--- config.mk ---
export PLATFORM = sky130hd
export DESIGN_NAME = ctr_timer
export DESIGN_NICKNAME = d
export VERILOG_FILES = /design/src/ctr_timer_pkg.sv /design/src/ctr_timer.sv /design/src/ctr_chan.sv
export VERILOG_INCLUDE_DIRS = /design/src
export SDC_FILE = /design/constraint.sdc
export NUM_CORES = 1
export LEC_CHECK = 0
export BUFFER_PORTS_ARGS = -buffer_cell sky130_fd_sc_hd__buf_2
export CAP_MARGIN = 20
export CELL_PAD_IN_SITES_DETAIL_PLACEMENT = 1
export CELL_PAD_IN_SITES_GLOBAL_PLACEMENT = 1
export CORE_ASPECT_RATIO = 1.5
export CORE_UTILIZATION = 40
export DETAILED_ROUTE_END_ITERATION = 16
export MAX_ROUTING_LAYER = met4
export PLACE_DENSITY = 0.64
export SLEW_MARGIN = 10
export SYNTH_ARGS = -nofsm -noshare
export SYNTH_HDL_FRONTEND = slang
export SYNTH_HIERARCHICAL = 1
export SYNTH_SLANG_ARGS = --single-unit
--- constraint.sdc ---
create_clock -name core_clk_i -period 3.6 [get_ports core_clk_i]
set_input_delay 0.72 -clock core_clk_i [delete_from_list [all_inputs] [get_ports core_clk_i]]
set_output_delay 0.72 -clock core_clk_i [all_outputs]
set_load 0.02 [all_outputs]
--- src/ctr_timer_consts.svh ---
// constants for the dual prescaled counter/timer
`ifndef CTR_TIMER_CONSTS_SVH
`define CTR_TIMER_CONSTS_SVH
`define ADDR_W        4
`define DATA_W        8
`define OFF_CTRL      4'h0
`define OFF_MODE      4'h1
`define OFF_PRE0      4'h2
`define OFF_CNT0      4'h3
`define OFF_PRE1      4'h4
`define OFF_CNT1      4'h5
`define OFF_STAT      4'h6
`define OFF_MASK      4'h7
`define OFF_POWER     4'h8
`define PRE_W         6
`define CNT_W         8
`define DIV4_LAST     2'h3
`define ZERO_CNT      8'h00
`define ONE_CNT       8'h01
`define ZERO_PRE      6'h00
`define ONE_PRE       6'h01
`define RST_BYTE      8'h00
`define TIN_CLOCK     2'h0
`define TIN_GATE      2'h1
`define TIN_TRIG_NR   2'h2
`define TIN_TRIG_R    2'h3
`define TIMER_OUTPUT_SIGNAL_T0       2'h0
`define TIMER_OUTPUT_SIGNAL_T1       2'h1
`define TIMER_OUTPUT_SIGNAL_CLK      2'h2
`endif

--- src/ctr_timer_pkg.sv ---
// types shared by the counter/timer block
package ctr_timer_pkg;
  // register port request
  typedef struct packed {
    logic [3:0] addr;
    logic [7:0] wdata;
    logic       wr;
    logic       rd;
  } reg_req_t;
  // power state of the core clock
  typedef enum logic [2:0] {
    PWR_RUN  = 3'b001,
    PWR_IDLE = 3'b010,
    PWR_OFF  = 3'b100
  } pwr_state_t;
  // one counter channel state
  typedef struct packed {
    logic [5:0] pre_cnt;
    logic [7:0] cnt;
    logic       run;
    logic       eoc;
  } chan_state_t;
endpackage : ctr_timer_pkg

--- src/ctr_timer.sv ---
// dual prescaled counter/timer with register port and interrupt
//
// How it works
// RL1 - two 8-bit down counters, each with own 6-bit prescaler
// RL2 - first prescaler internal clock only; second internal or external
// RL3 - prescaler divides source by 1 to 64, zero meaning 64
// RL4 - counter decrements loaded value, 1 to 256, zero meaning 256
// RL5 - counter and prescaler both ending raise that counter's request
// RL6 - software starts, stops, resumes, and restarts from loaded value
// RL7 - single pass halts at zero; continuous reloads and keeps going
// RL8 - counter reads never disturb it; prescalers read as zero
// RL9 - second source is core clock over four or input pin
// RL10 - input pin is clock, retriggerable, one-shot trigger, or gate
// RL11 - output pin shows toggle of either counter or clock when enabled
// RL12 - cascade makes first counter's end step the second
// RL13 - idle stops cpu clock; timers run; enabled timer request wakes
// RL14 - oscillator-off sleep freezes timers until reset only
// RL15 - first counter end of count is offered as baud tick
// RL16 - requests stay latched until cleared by writing one
// RL17 - continuous mode reloads prescaler and counter on end cycle
//
// Added by the designer: strobed register access and the address map.
`include "ctr_timer_consts.svh"
module ctr_timer
  import ctr_timer_pkg::*;
(
  input  wire logic        core_clk_i,
  input  wire logic        rst_n_i,
  input  wire logic        ce_i,
  input  wire logic [3:0]  addr_i,
  input  wire logic [7:0]  wdata_i,
  input  wire logic        wr_i,
  input  wire logic        rd_i,
  output logic [7:0]       rdata_o,
  input  wire logic        timer_input_pin_i,
  output logic             timer_output_pin_o,
  output logic             timer_output_oe_o,
  output logic             first_timer_request_o,
  output logic             second_timer_request_o,
  output logic             irq_o,
  output logic             baud_tick_o,
  output logic             cpu_clk_en_o
);
  import ctr_timer_pkg::*;

  // ***************************************************
  // reset release and state
  // ***************************************************
  logic [1:0] rst_sync_ff;
  logic       rst_n;

  always_ff @(posedge core_clk_i or negedge rst_n_i)
  begin
    if (!rst_n_i)
      rst_sync_ff <= 2'b00;
    else
      rst_sync_ff <= {rst_sync_ff[0], 1'b1};
  end
  assign rst_n = rst_sync_ff[1];

  // all top-level state except the reset synchronizer in one struct
  typedef struct packed {
    logic [7:0] ctrl;      // 0 st0,1 st1,2 ld0,3 ld1,4 cont0,5 cont1,6 ext1,7 cascade
    logic [7:0] mode;      // 1:0 pin mode, 3:2 out src, 4 out en
    logic [5:0] pre0;
    logic [7:0] cnt0;
    logic [5:0] pre1;
    logic [7:0] cnt1;
    logic [1:0] stat;
    logic [1:0] mask;
    pwr_state_t pwr;
    logic [2:0] pin_sync;
    logic [1:0] div4;
    logic       pin_prev;
    logic       trig_used;
    logic       timer_output_signal;
    logic [7:0] rdata;
    logic       req0;
    logic       req1;
    logic       irq;
    logic       baud;
    logic       cpu_en;
  } top_state_t;

  top_state_t st_ff;
  top_state_t nxt_st;
  reg_req_t   req;

  logic       tick1;
  logic       pin_lvl;
  logic       pin_rise;
  logic       run_gate;
  logic       frozen;
  logic       s0, p0, s1, p1, ld0, ld1, trig;
  logic [7:0] cv0, cv1;
  logic       r0, r1, e0, e1;

  assign req = '{addr: addr_i, wdata: wdata_i, wr: wr_i, rd: rd_i};

  // ***************************************************
  // channel control decode
  // ***************************************************
  // sleep gates both counter channels; only reset leaves it
  assign frozen   = (st_ff.pwr == PWR_OFF);                          // RL14
  // second and third sync stages agree before a pin change counts
  assign pin_lvl  = st_ff.pin_sync[2];
  assign pin_rise = (st_ff.pin_sync[1] == st_ff.pin_sync[2]) && pin_lvl && !st_ff.pin_prev;
  // the one-shot trigger may fire only once per control register write
  assign trig     = st_ff.ctrl[6] ? 1'b0 :
                    (st_ff.mode[1:0] == `TIN_TRIG_R  && pin_rise) ||
                    (st_ff.mode[1:0] == `TIN_TRIG_NR && pin_rise && !st_ff.trig_used); // RL10
  assign run_gate = (st_ff.mode[1:0] != `TIN_GATE) || st_ff.ctrl[6] || pin_lvl;

  // second source: cascade, pin clock, or core over four
  always_comb
  begin
    if (st_ff.ctrl[7])
      tick1 = e0;                                                    // RL12
    else if (st_ff.ctrl[6])
      tick1 = pin_rise;                                              // RL9
    else
      tick1 = (st_ff.div4 == `DIV4_LAST) && run_gate;                // RL9
  end

  assign s0  = req.wr && req.addr == `OFF_CTRL && req.wdata[0];
  assign p0  = req.wr && req.addr == `OFF_CTRL && !req.wdata[0];
  assign s1  = (req.wr && req.addr == `OFF_CTRL && req.wdata[1]) || trig;
  assign p1  = req.wr && req.addr == `OFF_CTRL && !req.wdata[1] && !trig;
  assign ld0 = req.wr && req.addr == `OFF_CTRL && req.wdata[2];     // RL6
  assign ld1 = (req.wr && req.addr == `OFF_CTRL && req.wdata[3]) || trig;

  // ***************************************************
  // the two channels
  // ***************************************************
  // first channel ticks on every core cycle: internal clock only
  ctr_chan u_ch0 (                                                   // RL1
    .clk_i     (core_clk_i),
    .rst_n_i   (rst_n),
    .ce_i      (ce_i && !frozen),
    .tick_i    (1'b1),                                               // RL2
    .start_i   (s0),
    .stop_i    (p0),
    .load_i    (ld0),
    .cont_i    (st_ff.ctrl[4]),
    .pre_val_i (st_ff.pre0),
    .cnt_val_i (st_ff.cnt0),
    .cnt_o     (cv0),
    .run_o     (r0),
    .eoc_o     (e0)
  );

  ctr_chan u_ch1 (
    .clk_i     (core_clk_i),
    .rst_n_i   (rst_n),
    .ce_i      (ce_i && !frozen),
    .tick_i    (tick1),
    .start_i   (s1),
    .stop_i    (p1),
    .load_i    (ld1),
    .cont_i    (st_ff.ctrl[5]),
    .pre_val_i (st_ff.pre1),
    .cnt_val_i (st_ff.cnt1),
    .cnt_o     (cv1),
    .run_o     (r1),
    .eoc_o     (e1)
  );

  // ***************************************************
  // next state
  // ***************************************************
  always_comb
  begin
    nxt_st          = st_ff;
    nxt_st.pin_sync = {st_ff.pin_sync[1:0], timer_input_pin_i};
    if (st_ff.pin_sync[1] == st_ff.pin_sync[2])
      nxt_st.pin_prev = pin_lvl;
    nxt_st.div4     = st_ff.div4 + 2'h1;
    // register writes; control start/load bits are strobes
    if (req.wr)
    begin
      case (req.addr)
        `OFF_CTRL:  nxt_st.ctrl = req.wdata;
        `OFF_MODE:  nxt_st.mode = req.wdata;
        `OFF_PRE0:  nxt_st.pre0 = req.wdata[5:0];
        `OFF_CNT0:  nxt_st.cnt0 = req.wdata;
        `OFF_PRE1:  nxt_st.pre1 = req.wdata[5:0];
        `OFF_CNT1:  nxt_st.cnt1 = req.wdata;
        `OFF_STAT:  nxt_st.stat = st_ff.stat & ~req.wdata[1:0];      // RL16
        `OFF_MASK:  nxt_st.mask = req.wdata[1:0];
        `OFF_POWER:
        begin
          if (req.wdata[1])
            nxt_st.pwr = PWR_OFF;
          else if (req.wdata[0])
            nxt_st.pwr = PWR_IDLE;
        end
        default:    nxt_st.ctrl = st_ff.ctrl;
      endcase
    end
    if (req.wr && req.addr == `OFF_CTRL)
      nxt_st.trig_used = 1'b0;
    if (trig)
      nxt_st.trig_used = 1'b1;
    // events set sticky flags; set beats a same-cycle clear
    if (e0)
      nxt_st.stat[0] = 1'b1;                                         // RL5
    if (e1)
      nxt_st.stat[1] = 1'b1;                                         // RL5
    // enabled timer request ends idle
    if (st_ff.pwr == PWR_IDLE && |(st_ff.stat & st_ff.mask))
      nxt_st.pwr = PWR_RUN;                                          // RL13
    if (frozen)
      nxt_st.pwr = PWR_OFF;                                          // RL14
    nxt_st.cpu_en = (nxt_st.pwr == PWR_RUN);                         // RL13
    // output pin toggles on chosen end of count or follows the core clock over four
    case (st_ff.mode[3:2])
      `TIMER_OUTPUT_SIGNAL_T0:  nxt_st.timer_output_signal = st_ff.timer_output_signal ^ e0;                      // RL11
      `TIMER_OUTPUT_SIGNAL_T1:  nxt_st.timer_output_signal = st_ff.timer_output_signal ^ e1;
      `TIMER_OUTPUT_SIGNAL_CLK: nxt_st.timer_output_signal = st_ff.div4[1];
      default:   nxt_st.timer_output_signal = st_ff.timer_output_signal;
    endcase
    // read data valid the cycle after the strobe only
    nxt_st.rdata = `RST_BYTE;
    if (req.rd)
    begin
      case (req.addr)
        `OFF_CTRL:  nxt_st.rdata = {st_ff.ctrl[7:4], 2'b00, r1, r0};
        `OFF_MODE:  nxt_st.rdata = st_ff.mode;
        `OFF_CNT0:  nxt_st.rdata = cv0;                              // RL8
        `OFF_CNT1:  nxt_st.rdata = cv1;                              // RL8
        `OFF_STAT:  nxt_st.rdata = {6'h00, st_ff.stat};
        `OFF_MASK:  nxt_st.rdata = {6'h00, st_ff.mask};
        `OFF_POWER: nxt_st.rdata = {5'h00, st_ff.pwr};
        default:    nxt_st.rdata = `RST_BYTE;                        // RL8
      endcase
    end
    nxt_st.req0 = nxt_st.stat[0];                                    // RL16
    nxt_st.req1 = nxt_st.stat[1];
    nxt_st.irq  = |(nxt_st.stat & nxt_st.mask);
    nxt_st.baud = e0;                                                // RL15
  end

  // ***************************************************
  // state register
  // ***************************************************
  // sleep does not gate this register; only the two channels freeze
  always_ff @(posedge core_clk_i or negedge rst_n)
  begin
    if (!rst_n)
    begin
      st_ff      <= '0;
      st_ff.pwr  <= PWR_RUN;
      st_ff.pre0 <= `ZERO_PRE;
    end
    else if (ce_i)
      st_ff <= nxt_st;
  end

  assign rdata_o                = st_ff.rdata;
  assign timer_output_pin_o     = st_ff.timer_output_signal;
  assign timer_output_oe_o      = st_ff.mode[4];                     // RL11
  assign first_timer_request_o  = st_ff.req0;
  assign second_timer_request_o = st_ff.req1;
  assign irq_o                  = st_ff.irq;
  assign baud_tick_o            = st_ff.baud;
  assign cpu_clk_en_o           = st_ff.cpu_en;

  AST_FLAG_SET_WINS : assert property (@(posedge core_clk_i) disable iff (!rst_n) // RL16
    (ce_i && e0) |=> st_ff.stat[0])
    else $error("timer zero flag lost");
  AST_REQ_FOLLOWS : assert property (@(posedge core_clk_i) disable iff (!rst_n) // RL5
    (ce_i && e1) |=> second_timer_request_o)
    else $error("second request not raised");
  AST_WAKE : assert property (@(posedge core_clk_i) disable iff (!rst_n) // RL13
    (ce_i && st_ff.pwr == PWR_IDLE && |(st_ff.stat & st_ff.mask)) |=> cpu_clk_en_o)
    else $error("idle not left on request");
  AST_SLEEP_STAYS : assert property (@(posedge core_clk_i) disable iff (!rst_n) // RL14
    (st_ff.pwr == PWR_OFF) |=> (st_ff.pwr == PWR_OFF && !cpu_clk_en_o))
    else $error("sleep left without reset");
  AST_CNT_READ : assert property (@(posedge core_clk_i) disable iff (!rst_n) // RL8
    (ce_i && rd_i && addr_i == `OFF_CNT0) |=> (rdata_o == $past(cv0)))
    else $error("counter read wrong");
endmodule : ctr_timer

--- src/ctr_chan.sv ---
// one prescaled 8-bit down counter channel
`include "ctr_timer_consts.svh"
module ctr_chan
  import ctr_timer_pkg::*;
(
  input  wire logic        clk_i,
  input  wire logic        rst_n_i,
  input  wire logic        ce_i,
  input  wire logic        tick_i,
  input  wire logic        start_i,
  input  wire logic        stop_i,
  input  wire logic        load_i,
  input  wire logic        cont_i,
  input  wire logic [5:0]  pre_val_i,
  input  wire logic [7:0]  cnt_val_i,
  output logic [7:0]       cnt_o,
  output logic             run_o,
  output logic             eoc_o
);
  chan_state_t st_ff;
  chan_state_t nxt_st;

  // prescale tick then count; end of count when both wrap
  always_comb
  begin
    nxt_st     = st_ff;
    nxt_st.eoc = 1'b0;
    if (start_i)
      nxt_st.run = 1'b1;
    if (stop_i)
      nxt_st.run = 1'b0;
    if (load_i)
    begin
      nxt_st.pre_cnt = pre_val_i;        // RL6
      nxt_st.cnt     = cnt_val_i;
    end
    else if (st_ff.run && tick_i)
    begin
      // prescale value 0 means divide by 64
      if (st_ff.pre_cnt == `ONE_PRE)
      begin
        nxt_st.pre_cnt = pre_val_i;      // RL3
        // count value 0 means 256 steps
        if (st_ff.cnt == `ONE_CNT)
        begin
          nxt_st.eoc = 1'b1;             // RL5
          if (cont_i)
            nxt_st.cnt = cnt_val_i;      // RL17
          else
          begin
            nxt_st.cnt = `ZERO_CNT;      // RL7
            nxt_st.run = 1'b0;
          end
        end
        else
          nxt_st.cnt = st_ff.cnt - `ONE_CNT; // RL4
      end
      else
        nxt_st.pre_cnt = st_ff.pre_cnt - `ONE_PRE;
    end
  end

  always_ff @(posedge clk_i or negedge rst_n_i)
  begin
    if (!rst_n_i)
      st_ff <= '0;
    else if (ce_i)
      st_ff <= nxt_st;
  end

  assign cnt_o = st_ff.cnt;
  assign run_o = st_ff.run;
  assign eoc_o = st_ff.eoc;

  AST_SINGLE_STOPS : assert property (@(posedge clk_i) disable iff (!rst_n_i) // RL7
    (ce_i && st_ff.run && tick_i && !load_i && !cont_i && !stop_i
     && st_ff.pre_cnt == `ONE_PRE && st_ff.cnt == `ONE_CNT)
    |=> (!st_ff.run && st_ff.eoc))
    else $error("single pass did not halt at zero");
  AST_CONT_RELOAD : assert property (@(posedge clk_i) disable iff (!rst_n_i) // RL17
    (ce_i && st_ff.run && tick_i && !load_i && cont_i
     && st_ff.pre_cnt == `ONE_PRE && st_ff.cnt == `ONE_CNT)
    |=> (st_ff.cnt == $past(cnt_val_i) && st_ff.pre_cnt == $past(pre_val_i)))
    else $error("continuous reload missed");
  AST_HOLD_STOPPED : assert property (@(posedge clk_i) disable iff (!rst_n_i) // RL6
    (!st_ff.run && !load_i) |=> $stable(st_ff.cnt))
    else $error("stopped counter moved");
endmodule : ctr_chan

# After elaboration in Yosys (flattened, before gate mapping)

Cells that the tools add are included.

Register bits: 106
Input bits: 18
Output and inout bits: 15

Add/sub/neg operators: 5
Equal/unequal tests: 22
Muxes and demuxes: 40
Bitwise operators: 6
Reduce and logical (&&, ||, !) cells: 51

Operator list:

| operator            | count |
|---|---|
| $pmux 8 s7          | 1 |
| $mux 8              | 5 |
| $mux 16             | 2 |
| $mux 14             | 2 |
| $reduce_and 3->1    | 8 |
| $mux 10             | 2 |
| $logic_and 1x1->1   | 17 |
| $eq 4x3->1 const B  | 4 |
| $eq 8x1->1 const B  | 2 |
| $sub 8x1->8 const B | 2 |
| $mux 3              | 5 |
| $mux 1              | 13 |
| $eq 6x1->1 const B  | 2 |
| $mux 2              | 6 |
| $mux 6              | 2 |
| $sub 6x1->6 const B | 2 |
| $reduce_and 2->1    | 5 |
| $reduce_bool 2->1   | 5 |
| $eq 2x2->1 const B  | 4 |
| $eq 4x2->1 const B  | 2 |
| $mux 7              | 1 |
| $and 2x2->2         | 3 |
| $logic_not 1->1     | 6 |
| $logic_or 1x1->1    | 5 |
| other kinds (16)    | 18 |

# Logic depth before layout (Yosys ltp)

Gate-level depths: netlist of the first run.

Depth in word-level cells: 15
Depth in mapped cells: 10
Depth with buffers taken out: 8

# Modules after synthesis

Netlist of the first run, hierarchy kept.

Modules (own cells, without submodules):

| module    | instances | cells an instance | area each (sq um) | seq. area each (sq um) |
|---|---|---|---|---|
| ctr_timer | 1         | 284               | 3355.7            | 1702.9 |
| ctr_chan  | 2         | 158               | 1290.0            | 400.4 |

# Least setup slack after synthesis of the first run

No wires, ideal clock.

Path kind: input port to flip-flop
Start: input addr_i[1]
End: register u_ch1.st_ff (netlist bit u_ch1/cnt_o[2])
Library setup time: 0.137 ns
Data arrival time: 2.463 ns
Data required time: 3.463 ns
Path slack: 1.000 ns
Stages on the path: 8
Cell sequence: buf_2 > nor4_1 > and2_1 > a21o_1 > clkbuf_1 > o21ai_1 > nor2_1 > a31oi_1

Cells in the longest elaborated chain, start to end: 6
Elaborated cells between the ends (all ways): 8
Those cells by class: mux: 1; reduce/logical: 7

Ends and longest elaborated chain:

| what                                 | line             | text |
|---|---|---|
| start: declaration                   | ctr_timer.sv:30  | `input wire logic [3:0] addr_i,` |
| $logic_not 4->1 *                    | n/a              |  |
| $logic_and 1x1->1 (no source line) * | n/a              |  |
| $logic_and 1x1->1 *                  | ctr_timer.sv:130 | `` assign ld1 = (req.wr && req.addr == `OFF_CTRL && req.wdata[3]) \|\| trig; `` |
| $logic_or 1x1->1 *                   | ctr_timer.sv:130 |  |
| named net ld1                        | ctr_timer.sv:94  | `logic s0, p0, s1, p1, ld0, ld1, trig;` |
| $reduce_bool 2->1 (no source line)   | n/a              |  |
| $reduce_and 3->1 (no source line)    | n/a              |  |
| end signal: assignment               | ctr_chan.sv:68   | `st_ff <= nxt_st;` |
| end: declaration                     | ctr_chan.sv:20   | `chan_state_t st_ff;` |

Mark *: on every way through the listed nets, which the timed path passes. The rest lies on a longest branch.
A chain may end at the register's enable or synchronous reset.

# Worst setup path in the final report of the first run

Start: input addr_i[1]
End: register u_ch0/st_ff[12] (netlist name)

Cells in the longest elaborated chain, start to end: 5
Elaborated cells between the ends (all ways): 6
Those cells by class: mux: 1; reduce/logical: 5

Ends and longest elaborated chain:

| what                                 | line             | text |
|---|---|---|
| $logic_not 4->1 *                    | n/a              |  |
| $logic_and 1x1->1 (no source line) * | n/a              |  |
| $logic_and 1x1->1 *                  | ctr_timer.sv:129 | `` assign ld0 = req.wr && req.addr == `OFF_CTRL && req.wdata[2]; `` |
| named net ld0                        | ctr_timer.sv:94  |  |
| $reduce_bool 2->1 (no source line)   | n/a              |  |
| $reduce_and 2->1 (no source line)    | n/a              |  |
| end signal: assignment               | ctr_chan.sv:68   |  |
| end: declaration                     | ctr_chan.sv:20   |  |

Marked as above.

==> metrics, run 1 <==
final WL=17500 um; iteration count of the initial detailed-routing pass=4; number of distinct library cells after synthesis=73; Net Switching=1.15 mW; Num CTS Buffers=9; global-route wire length before repair=28300 um; Residual DRC=0; initial antenna violation count=0; ratio of cells with drive above 1 in the final layout=21.8%; crit path max fanout=20; top-area cell type share of the netlist area=41.7%; sequential share of the synthesized area=42.2%; total gr overflow=0; startpoint types=input pin; cts repair resizes=0; run status=finished, final reports clean; Root Buffer=clkbuf_16; pre-CTS setup slack=0.524 ns; DR WL/cell=21.8 um; latest clock arrival within the worst-skew pair=0.35 ns; Slew @ Worst Pin=0.861 ns; via count=4676; most frequent cells in the layout=dfrtp_1, mux2_2, nand2_1; met3 GRT Util=3.51%; fin crit share=77.5%; # hold bufs at CTS=0; Rel. slew slack=42.5%; GRT busiest layer=met2; antenna cells=0; die area=15300 um2; Layout Nets=629; CP peak stage delay=0.60 ns; Overall Power=3.51 mW; post-route ant nets=0; largest net degree at the start of global routing=40; Core ar.=14500 um2; Top Ports=33; die width=101 um; Initial Util=40.9%; Final Wtd Congestion=0.841; H-tree depth=3; critical path endpoint category=flop; top cells by area, synth=dfrtp_1, mux2_2, o21ai_0; Yosys reg bits=100; Filler cells=1650; EDFF count, synth=0; Clock transition at path regs=0.07 ns; Area growth, synth to finish=8.28%; GR Layer Usage met2=45.9%; Sequential Power Share=44.1%; ys flop type=dfrtp_1; Comb power frac=23.4%; power per cell area=546 nW/um2; DR vias/cell=5.83; Seq. cell area=2510 um2; Synth Instances=600; Final Hold Viols=0; vias in the first global route=4948; Total GRT Usage=25.5%; Final HPWL DP=12800 um; area leader, netlist=dfrtp_1; type of the worst setup path=input pin to flop; CP Data Arrival Time=3.05 ns; synth warn=6; clk buf depth=2; Fmax=358 MHz; PortBufs=32; Max rail drop VDD=262 uV; initial drt markers=168; Clock Sink Count=100; post-CTS setup buffers=0; setup TNS after final layout=0 ns; Core Util, Final=44.2%; Final setup viols=0; sw frac=32.7%; Max-cap violations=0; Clock Skews=0.00948 ns; leakage power=2.68 nW; die height=151 um; fin. max-slew vios=0; Synth async-reset ratio=100%; commonest non-fill, non-tap cell in the layout=dfrtp_1; TritonCTS clock tree=yes; Slowest cell on crit path=nor4_1; crit-path cells=buf_2 > nor4_1 > and3_1 > o21a_1 > o21ai_0 > a22oi_1; Multi-input gate area=3000 um2; hold slack=0.137 ns; met1 usage=29.0%; RSZ-0062 raised after global routing=no; # rows=54; Clock power frac=32.5%; internal power=2.36 mW; worst hold path type=input pin to asynchronous set/reset pin; Cell Area, Synth=5940 um2; post-route minimum period=2.79 ns; average cell area after synthesis=9.89 um2; critical path required time=3.86 ns; fin worst setup slack=0.810 ns
area by class of cell:
type	count	share of cell area (%)
Clock buffer	9	3.50
Clock inverter	7	1.89
Inverter	31	1.81
Multi-Input combinational cell	420	46.7
Sequential cell	100	39.0
Tap cell	196	3.82
Timing Repair Buffer	39	3.31
worst max-delay path, delay by kind of cell:
family,cells,cell delay [ns]
AO/OA/AOI/OAI,3,0.99
buffers and inverters,1,0.22
AND/OR/NAND/NOR,2,1.12
per-layer routing:
| layer | vias to the layer above | routed length (um) | part of all wire [%] |
|---|---|---|---|
| met5 | - | 0 | 0 |
| li1 | 2186 | - | - |
| met4 | 0 | 352 | 2.0 |
| met1 | 2391 | 7090 | 41 |
| met3 | 24 | 523 | 3.0 |
| met2 | 75 | 9530 | 54 |
power groups by stage:
stage | combinational [mW] | sequential (mW) | clock [mW]
CTS | 0.827 | 1.55 | 1.17
finish | 0.821 | 1.55 | 1.14
global route | 0.922 | 1.58 | 1.21
global placement | 0.794 | 1.57 | 0
floorplan | 0.648 | 1.49 | 0
detailed placement | 0.817 | 1.57 | 0
synthesized netlist by cell type, types with 4 or more instances:
| cell | instances |
|---|---|
| dfrtp_1 | 99 |
| mux2_2 | 49 |
| nand2_1 | 46 |
| o21ai_0 | 38 |
| a21oi_1 | 30 |
| inv_1 | 30 |
| buf_4 | 24 |
| nand3_1 | 24 |
| a31oi_1 | 19 |
| nor3_1 | 16 |
| o211ai_1 | 16 |
| nor2_1 | 15 |
| clkbuf_1 | 12 |
| ha_1 | 10 |
| mux2i_1 | 10 |
| a22oi_1 | 9 |
| buf_2 | 9 |
| and2_1 | 8 |
| nand2b_1 | 8 |
| nor2b_1 | 7 |
| xor2_1 | 7 |
| nand3b_1 | 6 |
| nand4_1 | 6 |
| o2bb2ai_1 | 6 |
| nor3b_1 | 5 |
| o21a_1 | 5 |
| o31ai_1 | 5 |
| a21boi_0 | 4 |
| a2bb2oi_1 | 4 |
| buf_6 | 4 |
| o21ai_1 | 4 |
| o221ai_1 | 4 |
kinds of logic after synthesis:
kind of cell	share of synthesized area [%]
adders and majority gates	2.11
AOI/OAI and AO/OA	18.6
muxes	11.4
DFF	42.2
other	0.0632
buffers and inverters	7.42
and+or+nand+nor	17.2
xor gates and xnor gates	1.03
flip-flops by register name, indices dropped and copies added, names as in the netlist, 2 cells and up:
register and count:
nxt_st 2, rdata_o 8, rst_sync_ff 2, st_ff 50, u_ch0/cnt_o 8, u_ch0/st_ff 6, u_ch1/cnt_o 8, u_ch1/st_ff 6
through the flow:
step / std cells / cell area [um2]
6_report: 802 / 6430
5_1_grt: 802 / 6430
4_1_cts: 802 / 6430
3_5_place_dp: 786 / 6080
3_3_place_gp: 786 / 6080
2_1_floorplan: 602 / 5940
worst paths after layout:
kind                                 from              end  slack (ns)  depth (start not counted)
max                             addr_i[1]  u_ch0/st_ff[12]        0.81                          6
min                               rst_n_i   rst_sync_ff[1]        0.14                          1
max reg2reg                       pin_lvl   u_ch1/cnt_o[7]        1.26                          8
min reg2reg                rst_sync_ff[1]       nxt_st[20]        0.26                          0
max in group asynchronous  rst_sync_ff[1]        st_ff[49]        2.44                          1
min in group core_clk_i    rst_sync_ff[0]   rst_sync_ff[1]        0.35                          0
No activity file was read; power rests on OpenSTA's default activity.
==> run 2: changes to the inputs <==
Settings changed: ABC_AREA set to 1, PLACE_DENSITY 0.64 to 0.68.
Clock period 3.6 ns to 2.6 ns, I/O delays scaled along.
==> metrics, run 2 <==
Final setup viols=0; top cells by area, synth=dfrtp_1, nand2_1, o21ai_0; placed cell area=6210 um2; number of distinct library cells after synthesis=44; latest clock arrival within the worst-skew pair=0.35 ns; critical path required time=2.86 ns; RSZ-0062 raised after global routing=no; area leader, netlist=dfrtp_1; Yosys reg bits=100; Overall Power=6.17 mW; TritonCTS clock tree=yes; pre-CTS setup slack=-0.0484 ns; die area=15500 um2; Top reg by flops=st_ff; final WL=18100 um; Sequential Power Share=38.3%; Slowest cell on crit path=a21oi_4; largest net degree at the start of global routing=45; worst hold path type=flop to asynchronous set/reset pin; Synth async-reset ratio=100%; GR Layer Usage met2=44.4%; CP Data Arrival Time=2.59 ns; Max rail drop VDD=457 uV; EDFF count, synth=0; CP peak stage delay=0.25 ns; initial antenna violation count=0; Layout Nets=837; hold slack=0.320 ns; Final HPWL DP=13900 um; fin. max-slew vios=0; cts repair resizes=0; Top Ports=33; top-area cell type share of the netlist area=41.3%; total gr overflow=0; Initial Util=41.1%; leakage power=3.28 nW; Max-cap violations=0; commonest non-fill, non-tap cell in the layout=nand2_1; Rel. slew slack=63.4%; iteration count of the initial detailed-routing pass=4; reg2reg path depth=12; met3 GRT Util=3.04%; Post-synth top cells=nand2_1, dfrtp_1, inv_1, o21ai_0; fin crit share=89.6%; Clock power frac=26.7%; power per cell area=937 nW/um2; fin worst setup slack=0.270 ns; Final Hold Viols=0; H-tree depth=3; GRT busiest layer=met2; via count=5325; ys flop type=dfrtp_1; clk buf depth=2; Final Wtd Congestion=0.858; post-route ant nets=0; met1 usage=30.8%; Finished Cell Area=6580 um2; crit path max fanout=11; Slew @ Worst Pin=0.548 ns; vias in the first global route=5663; startpoint types=input pin; average cell area after synthesis=7.57 um2; most frequent cells in the layout=nand2_1, dfrtp_1, inv_1; setup TNS after final layout=0 ns; Root Buffer=clkbuf_16; non-filler cells, final=1010; Net Switching=2.49 mW; initial drt markers=202; Placed Cells=993; type of the worst setup path=input pin to flop; post-route minimum period=2.33 ns; Largest register FFs=50; die height=152 um; Fmax=429 MHz; global-route wire length before repair=29800 um; most frequent cell after synthesis=nand2_1; Total GRT Usage=26.0%; PortBufs=32; DR vias/cell=5.27; Comb power frac=35.0%; synth warn=6; Core Util, Final=45.1%; Num CTS Buffers=9; Synth Instances=792; antenna cells=0; crit-path cells=buf_2 > nor2_1 > nand2_2 > inv_1 > nand2_1 > o21ai_0 > buf_4 > inv_4 > a21oi_4 > nand2_2 > clkinv_1 > nor2_1 > a21oi_1; Clock Sink Count=100; Clock Skews=0.00764 ns; ratio of cells with drive above 1 in the final layout=14.1%; internal power=3.68 mW; run status=finished, final reports clean; Clock transition at path regs=0.07 ns; Core ar.=14600 um2; critical path endpoint category=flop; sw frac=40.4%; sequential share of the synthesized area=41.8%; die width=102 um; Area growth, synth to finish=9.83%; Cell Area, Synth=5990 um2; DR WL/cell=17.9 um; Residual DRC=0; # rows=54
run 2: cell types whose count changed after synthesis, sizes merged, moves of 10 or more:
cell	before	now
and2	10	0
nand3	24	66
clkbuf	13	3
mux2	49	0
nand2	46	245
nor3	19	4
mux2i	10	0
o21ai	44	83
a31oi	19	6
nor2	17	74
inv	31	84
a21oi	31	45
run 2: worst paths after layout:
check / end / slack (ns) / from
worst max-delay path: u_ch1/cnt_o[1] / 0.27 / addr_i[0]
worst min-delay path: st_ff[54] / 0.32 / rst_sync_ff[1]
worst max register to register: u_ch1/cnt_o[4] / 0.29 / nxt_st[20]
worst min register to register: st_ff[54] / 0.32 / rst_sync_ff[1]
max in group asynchronous: st_ff[21] / 1.59 / rst_sync_ff[1]
min in group core_clk_i: rst_sync_ff[1] / 0.36 / rst_sync_ff[0]
run 2: critical path: cells and delay by family:
family / cells / cell delay, ns
compound gates: 3 / 0.61
buf+inv: 5 / 0.73
simple gates: 5 / 0.72
run 2: final cells by class:
cell class | instances | area [um2]
multi-input cells | 565 | 2860
flip-flops and latches | 100 | 2510
clock inverters | 7 | 139
fillers | 1857 | 8010
inverters | 88 | 335
clock buffers | 9 | 225
repair buffers | 45 | 273
well taps | 196 | 245
run 2: cells by family after synthesis:
| family | after synthesis | share of synthesized area (%) |
|---|---|---|
| compound gates | 152 | 14.8 |
| flops | 100 | 41.8 |
| buf+inv | 128 | 10.6 |
| fa+ha+maj | 10 | 2.09 |
| simple gates | 396 | 29.9 |
| other cells | 1 | 0.0626 |
| xor+xnor | 5 | 0.731 |
run 2: routing by layer:
metal	wire length, um	part of all wire [%]
met1	7690	42
met2	9450	52
met3	390	2.2
met4	571	3.2
met5	0	0
run 2: repair_timing:
item                      CTS  global route
hold buffers                1             0
hold endpoints to repair    2             0
setup buffers               0             0
run 2: power by group through the flow:
stage	clock, mW	sequential [mW]	combinational [mW]
5_1_grt	1.76	2.42	2.46
6_report	1.65	2.36	2.16
4_1_cts	1.70	2.36	2.18
2_1_floorplan	0	2.24	1.75
3_3_place_gp	0	2.38	2.04
3_5_place_dp	0	2.39	2.16
